==> src/verilog/mcc_chopper_defines.svh <==
`ifndef MCC_CHOPPER_DEFINES_SVH
`define MCC_CHOPPER_DEFINES_SVH

// Register index as printed; the byte address is four times the index
`define MCC_CHOPCONF_INDEX       12'h06d
`define MCC_CHOPCONF_ADDR        12'h1b4
`define MCC_CHOPCONF_RESET       32'h10410150
`define MCC_CHOPCONF_WMASK       32'hfffddfff

`define MCC_BIT_SUPPLY_SHORT_OFF 31
`define MCC_BIT_GROUND_SHORT_OFF 30
`define MCC_BIT_DOUBLE_EDGE      29
`define MCC_BIT_INTERPOLATE      28
`define MCC_MICROSTEP_RESOLUTION_MSB             27
`define MCC_MICROSTEP_RESOLUTION_LSB             24
`define MCC_PASSIVE_FAST_DECAY_TIME_MSB             23
`define MCC_PASSIVE_FAST_DECAY_TIME_LSB             20
`define MCC_BIT_HIGH_VEL_CHM     19
`define MCC_BIT_HIGH_VEL_FS      18
`define MCC_TBL_MSB              16
`define MCC_TBL_LSB              15
`define MCC_BIT_CHM              14
`define MCC_BIT_FD3              11
`define MCC_SLOW_DECAY_OFF_TIME_MSB             3
`define MCC_SLOW_DECAY_OFF_TIME_LSB             0

`define MCC_MICROSTEP_RESOLUTION_FULL_STEP       4'h8
`define MCC_BLANK_CODE0          11'h010
`define MCC_BLANK_CODE1          11'h018
`define MCC_BLANK_CODE2          11'h024
`define MCC_BLANK_CODE3          11'h036
`define MCC_PFD_CLOCKS_PER_UNIT  11'h080
`define MCC_OFF_BASE_CLOCKS      11'h018
`define MCC_OFF_CLOCKS_PER_UNIT  11'h020
`define MCC_POS_45_DEG           8'h80

`endif

==> src/verilog/mcc_chopper_pkg.sv <==
`default_nettype none
package mcc_chopper_pkg;

  typedef struct packed {
    logic       supplyShortProtectOff;
    logic       groundShortProtectOff;
    logic       doubleEdge;
    logic       interpolate;
    logic [3:0] microstepResolution;
    logic [3:0] passiveFastDecayTime;
    logic       highVelChopper;
    logic       highVelFullStep;
    logic       unused17;
    logic [1:0] comparatorBlankTime;
    logic       chopperMode;
    logic       unused13;
    logic       fastDecayCompDisable;
    logic       fastDecaySelect;
    logic [3:0] hysteresisEndOffset;
    logic [2:0] hysteresisStartTfd;
    logic [3:0] slowDecayOffTime;
  } mcc_chopconf_t;

  typedef struct packed {
    logic supplyShortProtectOn;
    logic groundShortProtectOn;
    logic driverEnable;
    logic chopperModeEff;
    logic fastDecaySelectEff;
    logic fullStepActive;
  } mcc_drive_ctl_t;

  typedef struct packed {
    logic bridgesOff;
    logic blanking;
    logic onPhase;
    logic slowDecay;
    logic passiveFastDecay;
  } mcc_bridge_state_t;

  typedef enum {
    MCC_IDLE,
    MCC_PFD,
    MCC_ON,
    MCC_SLOW
  } mcc_phase_t;

endpackage
`default_nettype wire

==> src/verilog/mcc_phase_timer.sv <==
`default_nettype none
// Down-counting phase timer; busy while the loaded count runs out
module mcc_phase_timer #(
  parameter int WIDTH = 11
) (
  input  wire logic             ref_clk,
  input  wire logic             rst,
  input  wire logic             load,
  input  wire logic [WIDTH-1:0] count,
  output logic                  busy
);

  logic [WIDTH-1:0] cnt_r;
  logic [WIDTH-1:0] cnt_nxt;

  always_comb
  begin
    cnt_nxt = cnt_r;
    if (load)
      cnt_nxt = count;
    else if (cnt_r != '0)
      cnt_nxt = cnt_r - WIDTH'(1);
  end

  always_ff @(posedge ref_clk)
  begin
    if (rst)
      cnt_r <= '0;
    else
      cnt_r <= cnt_nxt;
  end

  assign busy = (cnt_r != '0);

endmodule
`default_nettype wire

==> src/verilog/mcc_motor_chopper_config.sv <==
// Implementation choice: the APB interface to the registers.
`default_nettype none
`include "mcc_chopper_defines.svh"

module mcc_motor_chopper_config (
  input  wire logic                           ref_clk,
  input  wire logic                           rst,
  input  wire logic                           psel,
  input  wire logic                           penable,
  input  wire logic                           pwrite,
  input  wire logic [11:0]                    paddr,
  input  wire logic [31:0]                    pwdata,
  output logic                                pready,
  output logic [31:0]                         prdata,
  output logic                                pslverr,
  input  wire logic                           stepIn,
  input  wire logic                           dirIn,
  input  wire logic                           currentTrip,
  input  wire logic                           polarityChange,
  input  wire logic                           velocityHigh,
  output mcc_chopper_pkg::mcc_drive_ctl_t     driveCtl,
  output mcc_chopper_pkg::mcc_bridge_state_t  bridgeState,
  output logic [9:0]                          microstepPos
);

  localparam int TW = 11;

  mcc_chopper_pkg::mcc_chopconf_t cfg_r;
  mcc_chopper_pkg::mcc_chopconf_t cfg_nxt;
  logic [31:0]                    rdata_r;
  logic [31:0]                    rdata_nxt;
  logic                           err_r;
  logic                           err_nxt;
  logic                           addrHit;

  // Read data is captured in the setup cycle so the access phase needs no wait state
  assign addrHit = (paddr == `MCC_CHOPCONF_ADDR);

  always_comb
  begin
    cfg_nxt   = cfg_r;
    rdata_nxt = rdata_r;
    err_nxt   = err_r;
    if (psel && !penable)
    begin
      rdata_nxt = addrHit ? (32'(cfg_r) & `MCC_CHOPCONF_WMASK) : 32'h00000000;
      err_nxt   = !addrHit;
    end
    if (psel && penable && pwrite && addrHit)
      cfg_nxt = mcc_chopper_pkg::mcc_chopconf_t'(pwdata & `MCC_CHOPCONF_WMASK);
  end

  always_ff @(posedge ref_clk)
  begin
    if (rst)
    begin
      cfg_r   <= mcc_chopper_pkg::mcc_chopconf_t'(`MCC_CHOPCONF_RESET);
      rdata_r <= 32'h00000000;
      err_r   <= 1'b0;
    end
    else
    begin
      cfg_r   <= cfg_nxt;
      rdata_r <= rdata_nxt;
      err_r   <= err_nxt;
    end
  end

  assign pready  = psel && penable;
  assign prdata  = rdata_r;
  assign pslverr = psel && penable && err_r;

  // Pin and comparator inputs are asynchronous; two flops before any use
  logic [2:0] syncA_r;
  logic [2:0] syncB_r;
  logic       stepPrev_r;

  always_ff @(posedge ref_clk)
  begin
    if (rst)
    begin
      syncA_r    <= 3'h0;
      syncB_r    <= 3'h0;
      stepPrev_r <= 1'b0;
    end
    else
    begin
      syncA_r    <= {currentTrip, dirIn, stepIn};
      syncB_r    <= syncA_r;
      stepPrev_r <= syncB_r[0];
    end
  end

  logic stepSync;
  logic dirSync;
  logic tripSync;
  logic stepEvent;

  assign stepSync = syncB_r[0];
  assign dirSync  = syncB_r[1];
  assign tripSync = syncB_r[2];
  assign stepEvent = cfg_r.doubleEdge ? (stepSync != stepPrev_r)
                                      : (stepSync && !stepPrev_r);

  // Microstep sequencing
  logic [9:0]  pos_r;
  logic [9:0]  pos_nxt;
  logic [8:0]  pend_r;
  logic [8:0]  pend_nxt;
  logic        fullStep_r;
  logic        fullStep_nxt;
  logic        pendDir_r;
  logic        pendDir_nxt;
  logic [3:0]  resEff;
  logic [9:0]  stepWidth;
  logic [9:0]  halfWidth;
  logic [9:0]  alignMask;
  logic        highVelFs;

  assign highVelFs = cfg_r.highVelFullStep && velocityHigh;
  // Codes above full step are unused; clamp so the width stays defined
  assign resEff    = fullStep_r ? `MCC_MICROSTEP_RESOLUTION_FULL_STEP
                   : ((cfg_r.microstepResolution > `MCC_MICROSTEP_RESOLUTION_FULL_STEP)
                      ? `MCC_MICROSTEP_RESOLUTION_FULL_STEP : cfg_r.microstepResolution);
  assign stepWidth = 10'(10'h001 << resEff);
  assign halfWidth = {1'b0, stepWidth[9:1]};
  assign alignMask = ~(stepWidth - 10'h001);

  always_comb
  begin
    pos_nxt      = pos_r;
    pend_nxt     = pend_r;
    pendDir_nxt  = pendDir_r;
    fullStep_nxt = fullStep_r;
    if (!highVelFs)
      fullStep_nxt = 1'b0;
    else if (pos_r[7:0] == `MCC_POS_45_DEG)
      fullStep_nxt = 1'b1;
    if (pend_r != 9'h000)
    begin
      pos_nxt  = pendDir_r ? pos_r - 10'h001 : pos_r + 10'h001;
      pend_nxt = pend_r - 9'h001;
    end
    else if (stepEvent)
    begin
      if (cfg_r.interpolate && resEff != 4'h0 && !fullStep_r)
      begin
        // Spread the coarse step into single microsteps, one per clock
        pendDir_nxt = dirSync;
        pend_nxt    = stepWidth[8:0];
        if (resEff == `MCC_MICROSTEP_RESOLUTION_FULL_STEP)
          pend_nxt = 9'h100;
      end
      else
      begin
        // Snap to the centre of each coarse cell: symmetric, hits 45 degrees
        pos_nxt = ((dirSync ? pos_r - stepWidth : pos_r + stepWidth) & alignMask)
                  | halfWidth;
      end
    end
  end

  always_ff @(posedge ref_clk)
  begin
    if (rst)
    begin
      pos_r      <= 10'h000;
      pend_r     <= 9'h000;
      pendDir_r  <= 1'b0;
      fullStep_r <= 1'b0;
    end
    else
    begin
      pos_r      <= pos_nxt;
      pend_r     <= pend_nxt;
      pendDir_r  <= pendDir_nxt;
      fullStep_r <= fullStep_nxt;
    end
  end

  assign microstepPos = pos_r;

  // Chopper timing
  logic          highVelChm;
  logic          driverOn;
  logic [TW-1:0] blankCount;
  logic [TW-1:0] offCount;
  logic [TW-1:0] pfdCount;

  assign highVelChm = cfg_r.highVelChopper && velocityHigh;
  assign driverOn   = (cfg_r.slowDecayOffTime != 4'h0);

  always_comb
  begin
    case (cfg_r.comparatorBlankTime)
      2'h0:    blankCount = `MCC_BLANK_CODE0;
      2'h1:    blankCount = `MCC_BLANK_CODE1;
      2'h2:    blankCount = `MCC_BLANK_CODE2;
      default: blankCount = `MCC_BLANK_CODE3;
    endcase
  end

  // The doubled count tops out at 1008 clocks, inside the timer width
  assign offCount = highVelChm
                  ? TW'((`MCC_OFF_BASE_CLOCKS + `MCC_OFF_CLOCKS_PER_UNIT
                         * TW'(cfg_r.slowDecayOffTime)) << 1)
                  : TW'(`MCC_OFF_BASE_CLOCKS + `MCC_OFF_CLOCKS_PER_UNIT
                        * TW'(cfg_r.slowDecayOffTime));
  assign pfdCount = TW'(`MCC_PFD_CLOCKS_PER_UNIT * TW'(cfg_r.passiveFastDecayTime));

  mcc_chopper_pkg::mcc_phase_t phase_r;
  mcc_chopper_pkg::mcc_phase_t phase_nxt;
  logic                        blankLoad;
  logic                        offLoad;
  logic                        pfdLoad;
  logic                        blankBusy;
  logic                        offBusy;
  logic                        pfdBusy;

  always_comb
  begin
    phase_nxt = phase_r;
    blankLoad = 1'b0;
    offLoad   = 1'b0;
    pfdLoad   = 1'b0;
    if (!driverOn)
      phase_nxt = mcc_chopper_pkg::MCC_IDLE;
    else if (polarityChange && cfg_r.passiveFastDecayTime != 4'h0)
    begin
      phase_nxt = mcc_chopper_pkg::MCC_PFD;
      pfdLoad   = 1'b1;
    end
    else
    begin
      case (phase_r)
        mcc_chopper_pkg::MCC_IDLE:
        begin
          phase_nxt = mcc_chopper_pkg::MCC_ON;
          blankLoad = 1'b1;
        end
        mcc_chopper_pkg::MCC_PFD:
          if (!pfdBusy)
          begin
            phase_nxt = mcc_chopper_pkg::MCC_ON;
            blankLoad = 1'b1;
          end
        mcc_chopper_pkg::MCC_ON:
          if (polarityChange)
            blankLoad = 1'b1;
          else if (!blankBusy && tripSync)
          begin
            phase_nxt = mcc_chopper_pkg::MCC_SLOW;
            offLoad   = 1'b1;
          end
        mcc_chopper_pkg::MCC_SLOW:
          if (!offBusy)
          begin
            phase_nxt = mcc_chopper_pkg::MCC_ON;
            blankLoad = 1'b1;
          end
        default:
          phase_nxt = mcc_chopper_pkg::MCC_IDLE;
      endcase
    end
  end

  always_ff @(posedge ref_clk)
  begin
    if (rst)
      phase_r <= mcc_chopper_pkg::MCC_IDLE;
    else
      phase_r <= phase_nxt;
  end

  mcc_phase_timer #(.WIDTH(TW)) blankTimer (
    .ref_clk (ref_clk),
    .rst     (rst),
    .load    (blankLoad),
    .count   (blankCount),
    .busy    (blankBusy)
  );

  mcc_phase_timer #(.WIDTH(TW)) offTimer (
    .ref_clk (ref_clk),
    .rst     (rst),
    .load    (offLoad),
    .count   (offCount - TW'(1)),  // Exit test costs one edge, so load one short
    .busy    (offBusy)
  );

  mcc_phase_timer #(.WIDTH(TW)) pfdTimer (
    .ref_clk (ref_clk),
    .rst     (rst),
    .load    (pfdLoad),
    .count   (pfdCount - TW'(1)),  // Only loaded with a nonzero setting
    .busy    (pfdBusy)
  );

  // Drive control outputs come from the register and flops, with velocityHigh gating chopperModeEff and fastDecaySelectEff
  assign driveCtl.supplyShortProtectOn = !cfg_r.supplyShortProtectOff;
  assign driveCtl.groundShortProtectOn = !cfg_r.groundShortProtectOff;
  assign driveCtl.driverEnable         = driverOn;
  assign driveCtl.chopperModeEff       = cfg_r.chopperMode || highVelChm;
  assign driveCtl.fastDecaySelectEff   = highVelChm ? 1'b0 : cfg_r.fastDecaySelect;
  assign driveCtl.fullStepActive       = fullStep_r;

  assign bridgeState.bridgesOff       = (phase_r == mcc_chopper_pkg::MCC_IDLE);
  assign bridgeState.blanking         = (phase_r == mcc_chopper_pkg::MCC_ON) && blankBusy;
  assign bridgeState.onPhase          = (phase_r == mcc_chopper_pkg::MCC_ON);
  assign bridgeState.slowDecay        = (phase_r == mcc_chopper_pkg::MCC_SLOW);
  assign bridgeState.passiveFastDecay = (phase_r == mcc_chopper_pkg::MCC_PFD);

endmodule
`default_nettype wire

==> config.mk <==
export PLATFORM = sky130hd
export DESIGN_NAME = mcc_motor_chopper_config
export DESIGN_NICKNAME = d
export VERILOG_FILES = /design/src/verilog/mcc_chopper_pkg.sv /design/src/verilog/mcc_phase_timer.sv /design/src/verilog/mcc_motor_chopper_config.sv
export VERILOG_INCLUDE_DIRS = /design/src /design/src/verilog
export SDC_FILE = /design/constraint.sdc
export NUM_CORES = 1
export LEC_CHECK = 0
export BUFFER_PORTS_ARGS = -buffer_cell sky130_fd_sc_hd__buf_4
export CELL_PAD_IN_SITES_DETAIL_PLACEMENT = 0
export CELL_PAD_IN_SITES_GLOBAL_PLACEMENT = 1
export CORE_ASPECT_RATIO = 2
export CORE_MARGIN = 2
export CORE_UTILIZATION = 25
export DETAILED_ROUTE_END_ITERATION = 8
export PLACE_DENSITY = 0.54
export SYNTH_ARGS = -nofsm -noshare
export SYNTH_HDL_FRONTEND = slang
export SYNTH_SLANG_ARGS = --single-unit
==> constraint.sdc <==
create_clock -name ref_clk -period 3.95 [get_ports ref_clk]
set_clock_uncertainty 0.15 [all_clocks]
set_input_delay 0.395 -clock ref_clk [delete_from_list [all_inputs] [get_ports ref_clk]]
set_output_delay 0.395 -clock ref_clk [all_outputs]
set_load 0.02 [all_outputs]
## Word-level counts from Yosys, hierarchy flattened

Index checks and enable logic that the tools add are counted.

| cells by class | value |
|---|---|
| $lt $le $gt $ge | 1 |
| shifts and indexed selects | 1 |
| add/sub/neg operators | 12 |
| reductions and logical operators | 44 |
| equality and inequality tests | 21 |
| multiplexer cells | 41 |
| bitwise operators | 6 |

Operators by type and width:

| kind | count |
|---|---|
| 32-bit two-way mux | 5 |
| 32-bit case mux with 4 select lines | 1 |
| 32-bit by 2-bit equality test with 1-bit output, second input constant | 3 |
| 11-bit two-way mux | 7 |
| 32-bit by 3-bit equality test with 1-bit output, second input constant | 2 |
| 32-bit zero test | 2 |
| 11-bit by 1-bit subtractor with 11-bit output, second input constant | 5 |
| 10-bit two-way mux | 5 |
| 9-bit two-way mux | 4 |
| 11-bit nonzero test | 3 |
| 32-bit by 1-bit equality test with 1-bit output, second input constant | 1 |
| 10-bit by 1-bit subtractor with 10-bit output, second input constant | 2 |
| 6-bit case mux with 3 select lines | 1 |
| 1-bit two-way mux | 15 |
| 1-bit logical AND | 13 |
| 12-bit by 9-bit equality test with 1-bit output, second input constant | 1 |
| 3-bit inequality test, second input constant | 4 |
| 4-bit nonzero test | 3 |
| 10-bit by 1-bit adder with 10-bit output, second input constant | 1 |
| 10-bit adder | 1 |
| 5-bit by 9-bit adder with 10-bit output, first input constant | 1 |
| 10-bit AND | 1 |
| 2-bit inequality test, second input constant | 5 |
| 10-bit NOT | 1 |
| other kinds (23) | 39 |

| word-level totals | value |
|---|---|
| flip-flop bits (word level) | 156 |
| word-level logic and storage cells | 155 |
| bits of input ports | 54 |
| output and inout bits | 55 |

## Longest topological paths before layout

| depth | value |
|---|---|
| word-level depth | 11 |
| mapped depth | 17 |
| gate-level depth less buffers | 16 |

## By module

A second synthesis with hierarchy kept.

| second synthesis, totals | value |
|---|---|
| cell total of the unflattened synthesis | 863 |
| area total of the unflattened synthesis | 6,900.4 um^2 |

By module, submodules not included:

| module | area an instance (um^2) | times used | cells an instance | sequential area each (um^2) |
|---|---|---|---|---|
| mcc_motor_chopper_config | 4,959.8 | 1 | 629 | 1,821.7 |
| mcc_phase_timer | 646.9 | 3 | 78 | 220.2 |

## Least setup slack after synthesis

OpenSTA, ideal clock, no wires.

| path | value |
|---|---|
| kind | register to register |
| from | reg fullStep_r |
| to | reg pos_r[9] (netlist: microstepPos[9]) |
| period minus slack after synthesis | 3,677 ps |
| data required time | 3,679 ps |
| path slack | 273 ps |
| setup time | 121 ps |
| stages on the path, launching flop included | 17 |
| arrival | 3,406 ps |
| path buffers | 1 |
| path through | dfxtp_1 > nor2_1 > nand2_1 > nor3_1 > inv_1 > ha_1 > clkbuf_1 > nor2_1 > xnor2_1 > ha_1 > or4_1 > o22ai_1 > or3_1 > and3b_1 > nor3_1 > a31oi_1 > mux2_2 |

| on the way | value |
|---|---|
| word-level cells in the longest chain between the ends | 9 |
| elaborated cells between the ends (all ways) | 18 |
| classes of those cells | add/sub: 3; eq/ne: 1; shift: 1; mux: 5; bitwise: 3; reduce/logical: 5 |

Ends and longest elaborated chain:

| item | RTL line | source |
|---|---|---|
| start, declared | mcc_motor_chopper_config.sv:110 | `logic fullStep_r;` |
| start signal, assigned | mcc_motor_chopper_config.sv:177 | `fullStep_r <= fullStep_nxt;` |
| 4-bit two-way mux | mcc_motor_chopper_config.sv:122 | `` assign resEff = fullStep_r ? `MCC_MICROSTEP_RESOLUTION_FULL_STEP `` |
| 1-bit by 4-bit left shift with 10-bit output | mcc_motor_chopper_config.sv:125 | `assign stepWidth = 10'(10'h001 << resEff);` |
| 10-bit adder, or another cell as far along | mcc_motor_chopper_config.sv:157 | `pos_nxt = ((dirSync ? pos_r - stepWidth : pos_r + stepWidth) & alignMask)` |
| 10-bit two-way mux / 10-bit NOT (equally long branches) | mcc_motor_chopper_config.sv:157, mcc_motor_chopper_config.sv:127 |  |
| 10-bit AND | mcc_motor_chopper_config.sv:157 |  |
| 10-bit by 9-bit bitwise OR with 10-bit output | mcc_motor_chopper_config.sv:158 | `\| halfWidth;` |
| 10-bit two-way mux | mcc_motor_chopper_config.sv:146 | `if (cfg_r.interpolate && resEff != 4'h0 && !fullStep_r)` |
| 10-bit two-way mux | mcc_motor_chopper_config.sv:144 | `else if (stepEvent)` |
| 10-bit two-way mux | mcc_motor_chopper_config.sv:139 | `if (pend_r != 9'h000)` |
| end signal, assigned | mcc_motor_chopper_config.sv:174 | `pos_r <= pos_nxt;` |
| end, declared | mcc_motor_chopper_config.sv:106 | `logic [9:0] pos_r;` |

Parallel ways exist; a longest one is shown, timed or not. The select of a mux whose other input is x is not followed.
A chain may end at the register's enable or synchronous reset.

## Final worst setup path

Ends and elaborated chain as after synthesis.

==> out/results.ini <==
[critical_path]
critPathTopFamily = simple AND/OR/NAND/NOR gates
path_buf_inv = 1
startpoint_type = flop
critical-path-slowest-cell = or3_1
crit_required_ns = 4.10
end_kind = flop
cp_max_fo = 11
critPathKind = reg -> reg
crit_chain = or2_2 -> nor2_1 -> nand2_1 -> ha_1 -> buf_4 -> a21oi_1 -> nor3_1 -> a2bb2oi_1 -> ha_1 -> nand4_1 -> or3_1 -> a21boi_0 -> nor3_1 -> a31oi_1 -> mux2_2
cp.arrival_ns = 3.70
slowest_delay_ns = 0.40

[placed_design]
dpl_cell_area_um2 = 7560
dp.cells = 1238
preCtsSetupSlack_ns = 0.292
portBuffers = 104
dp_hpwl_mm = 13.3
gp_congestion = 0.788

[floorplanning]
dieArea_um2 = 27100
ios = 109
die_w_um = 117
initial_core_util_pct = 25.3
coreArea_um2 = 25400
core.rowCount = 83
die_y_um = 231

[drt]
viasPerCell = 4.70
antenna_left = 0
drc = 0
wirelength_mm = 18.9
wire_per_inst_um = 14.9
drt-initial-drc-count = 306
first_pass_iters = 5
via_count = 5965

[finish]
design_area_um2 = 8200
final_cell_mix = nand2_1 (132), dfxtp_1 (124), buf_4 (122)
syn_to_final_growth_pct = 27.6
seq_area_um2 = 2480
nNetsFinal = 996
layout_commonest_cell = nand2_1
drive_gt1_share_pct = 18.2
fin_util_pct = 32.2
multiInputGateArea_um2 = 3650
fin_cells = 1269
n_fill_cell = 2746
antenna_cells = 0

[pwr]
power_mw = 4.89
ir_drop_mv = 0.250
power-per-cell-area_nw_per_um2 = 596
leakagePower_nw = 3.25

[timing]
final.setup.worst_slack_ns = 0.397
slew_headroom_pct = 41.4
grt_setup_unrepaired = no
fin_crit_ns = 3.55
finalCritPeriodShare_pct = 90.0
setup_viol = 0
tns_ns = 0
hold_ws_ns = 0.0419
finalHoldViolations = 0
worst_slew_pin_slew_ns = 0.877
drv_slew = 0
fmax_mhz = 281

[run_status]
outcome = finished, final reports clean

[synth]
yosys.area.top_type_share_pct = 38.6
avgSynthCellArea_um2 = 7.77
synth_area_um2 = 6430
yosysSeqAreaShare_pct = 38.6
ys_warn_count = 0
synth_edf_count = 0
synthCells = 827
synth_cell_type_count = 60
synth_ff_type = dfxtp_1
synthTopCellsByArea = dfxtp_1 (39%), nand2_1 (7.7%), a21oi_1 (7.4%), ha_1 (4.5%), nor2_1 (4.0%)
post-synth-top-area-cell = dfxtp_1
async_flop_share_pct = 0
ys_ff_latch = 124

[clock_tree]
clkTransAtPathRegs_ns = 0.06
cts.sinks = 124
clock-root-buffer = clkbuf_16
clk_latency_ns = 0.41
cts_buffers = 17
cts_tree = yes
clockBufferDepth = 2
htree_levels = 4
cts_hold_buf = 0

[global_route]
grt_max_degree = 72
grt_pass1_vias = 5830
antenna_found_initial = 0
track_usage_pct = 14.1
overflow = 0
grt_pass1_wl_mm = 31.0

[min_path]
min_path_type = in -> reg

[run]
maxCapViolations = 0

[cell type report]
cell class	instances	share of cell area (%)
multi-input cells	626	44.5
flip-flops and latches	124	30.3
well taps	340	5.19
clock buffers	18	5.36
inverters	26	1.19
clock inverters	13	2.32
repair buffers	122	11.2
[timing repair]
| item | CTS | global route |
|---|---|---|
| resized for setup | 0 | 3 |
| endpoints found under the hold margin | 0 | 0 |
| setup buffers | 0 | 0 |
| setup endpoints to repair | 0 | 3 |
[power breakdown]
part | switching, mW | total, mW | internal, mW
sequential | 0.196 | 1.64 | 1.45
clock | 0.598 | 1.67 | 1.07
combinational | 0.886 | 1.57 | 0.687
total | 1.68 | 4.89 | 3.21
[layer usage]
layer,global-route usage [%],routed length (um),share of wire [%]
met4,3.88,133,0.71
met3,4.47,1120,5.9
met1,19.0,9220,49
met2,21.8,8380,44
met5,0,0,0
[sequential cells by signal, summed over array words and instances, names as in the netlist, 2 cells and up]
register,flops
pend_r,9
phase_r,2
cfg_r,30
microstepPos,10
offTimer.cnt_r,11
syncB_r,3
blankTimer.cnt_r,11
syncA_r,3
prdata,30
pfdTimer.cnt_r,11
[path summary, 6_finish.rpt]
check	from	endpoint	slack (ns)	cells past startpoint
worst max register to register	fullStep_r	microstepPos[9]	0.40	15
worst min-delay path	pwdata[28]	cfg_r[28]	0.04	3
worst max-delay path	fullStep_r	microstepPos[9]	0.40	15
worst min register to register	syncA_r[1]	syncB_r[1]	0.28	1
[cells by family (layout without fill, tap and decap cells)]
family / after synthesis / in the layout / share of synthesized area [%]
other: 1 / 2 / 0.0584
adder cells (fa/ha/maj): 25 / 25 / 5.10
buffers and inverters: 78 / 179 / 5.00
flip-flops: 124 / 124 / 38.6
AO/OA/AOI/OAI: 193 / 193 / 18.1
multiplexers: 9 / 9 / 1.44
XOR/XNOR: 32 / 32 / 4.36
AND/OR/NAND/NOR: 365 / 365 / 27.3
[cell usage after synthesis (all sizes together) (9+ instances only)]
| cell type | n |
|---|---|
| buf | 9 |
| nor2b | 18 |
| nor4 | 15 |
| nor3 | 34 |
| inv | 26 |
| nand2b | 13 |
| ha | 23 |
| nor2 | 68 |
| xnor2 | 20 |
| nand3 | 39 |
| o21ai | 33 |
| dfxtp | 124 |
| or3 | 9 |
| clkbuf | 43 |
| a211oi | 21 |
| nand2 | 132 |
| a21oi | 95 |
| xor2 | 12 |
[worst min-delay path, stage by stage]
cell and delay, ns:
buf_4 0.07, nand2_1 0.04, nand3b_1 0.06
(Power assumes the default switching activity.)
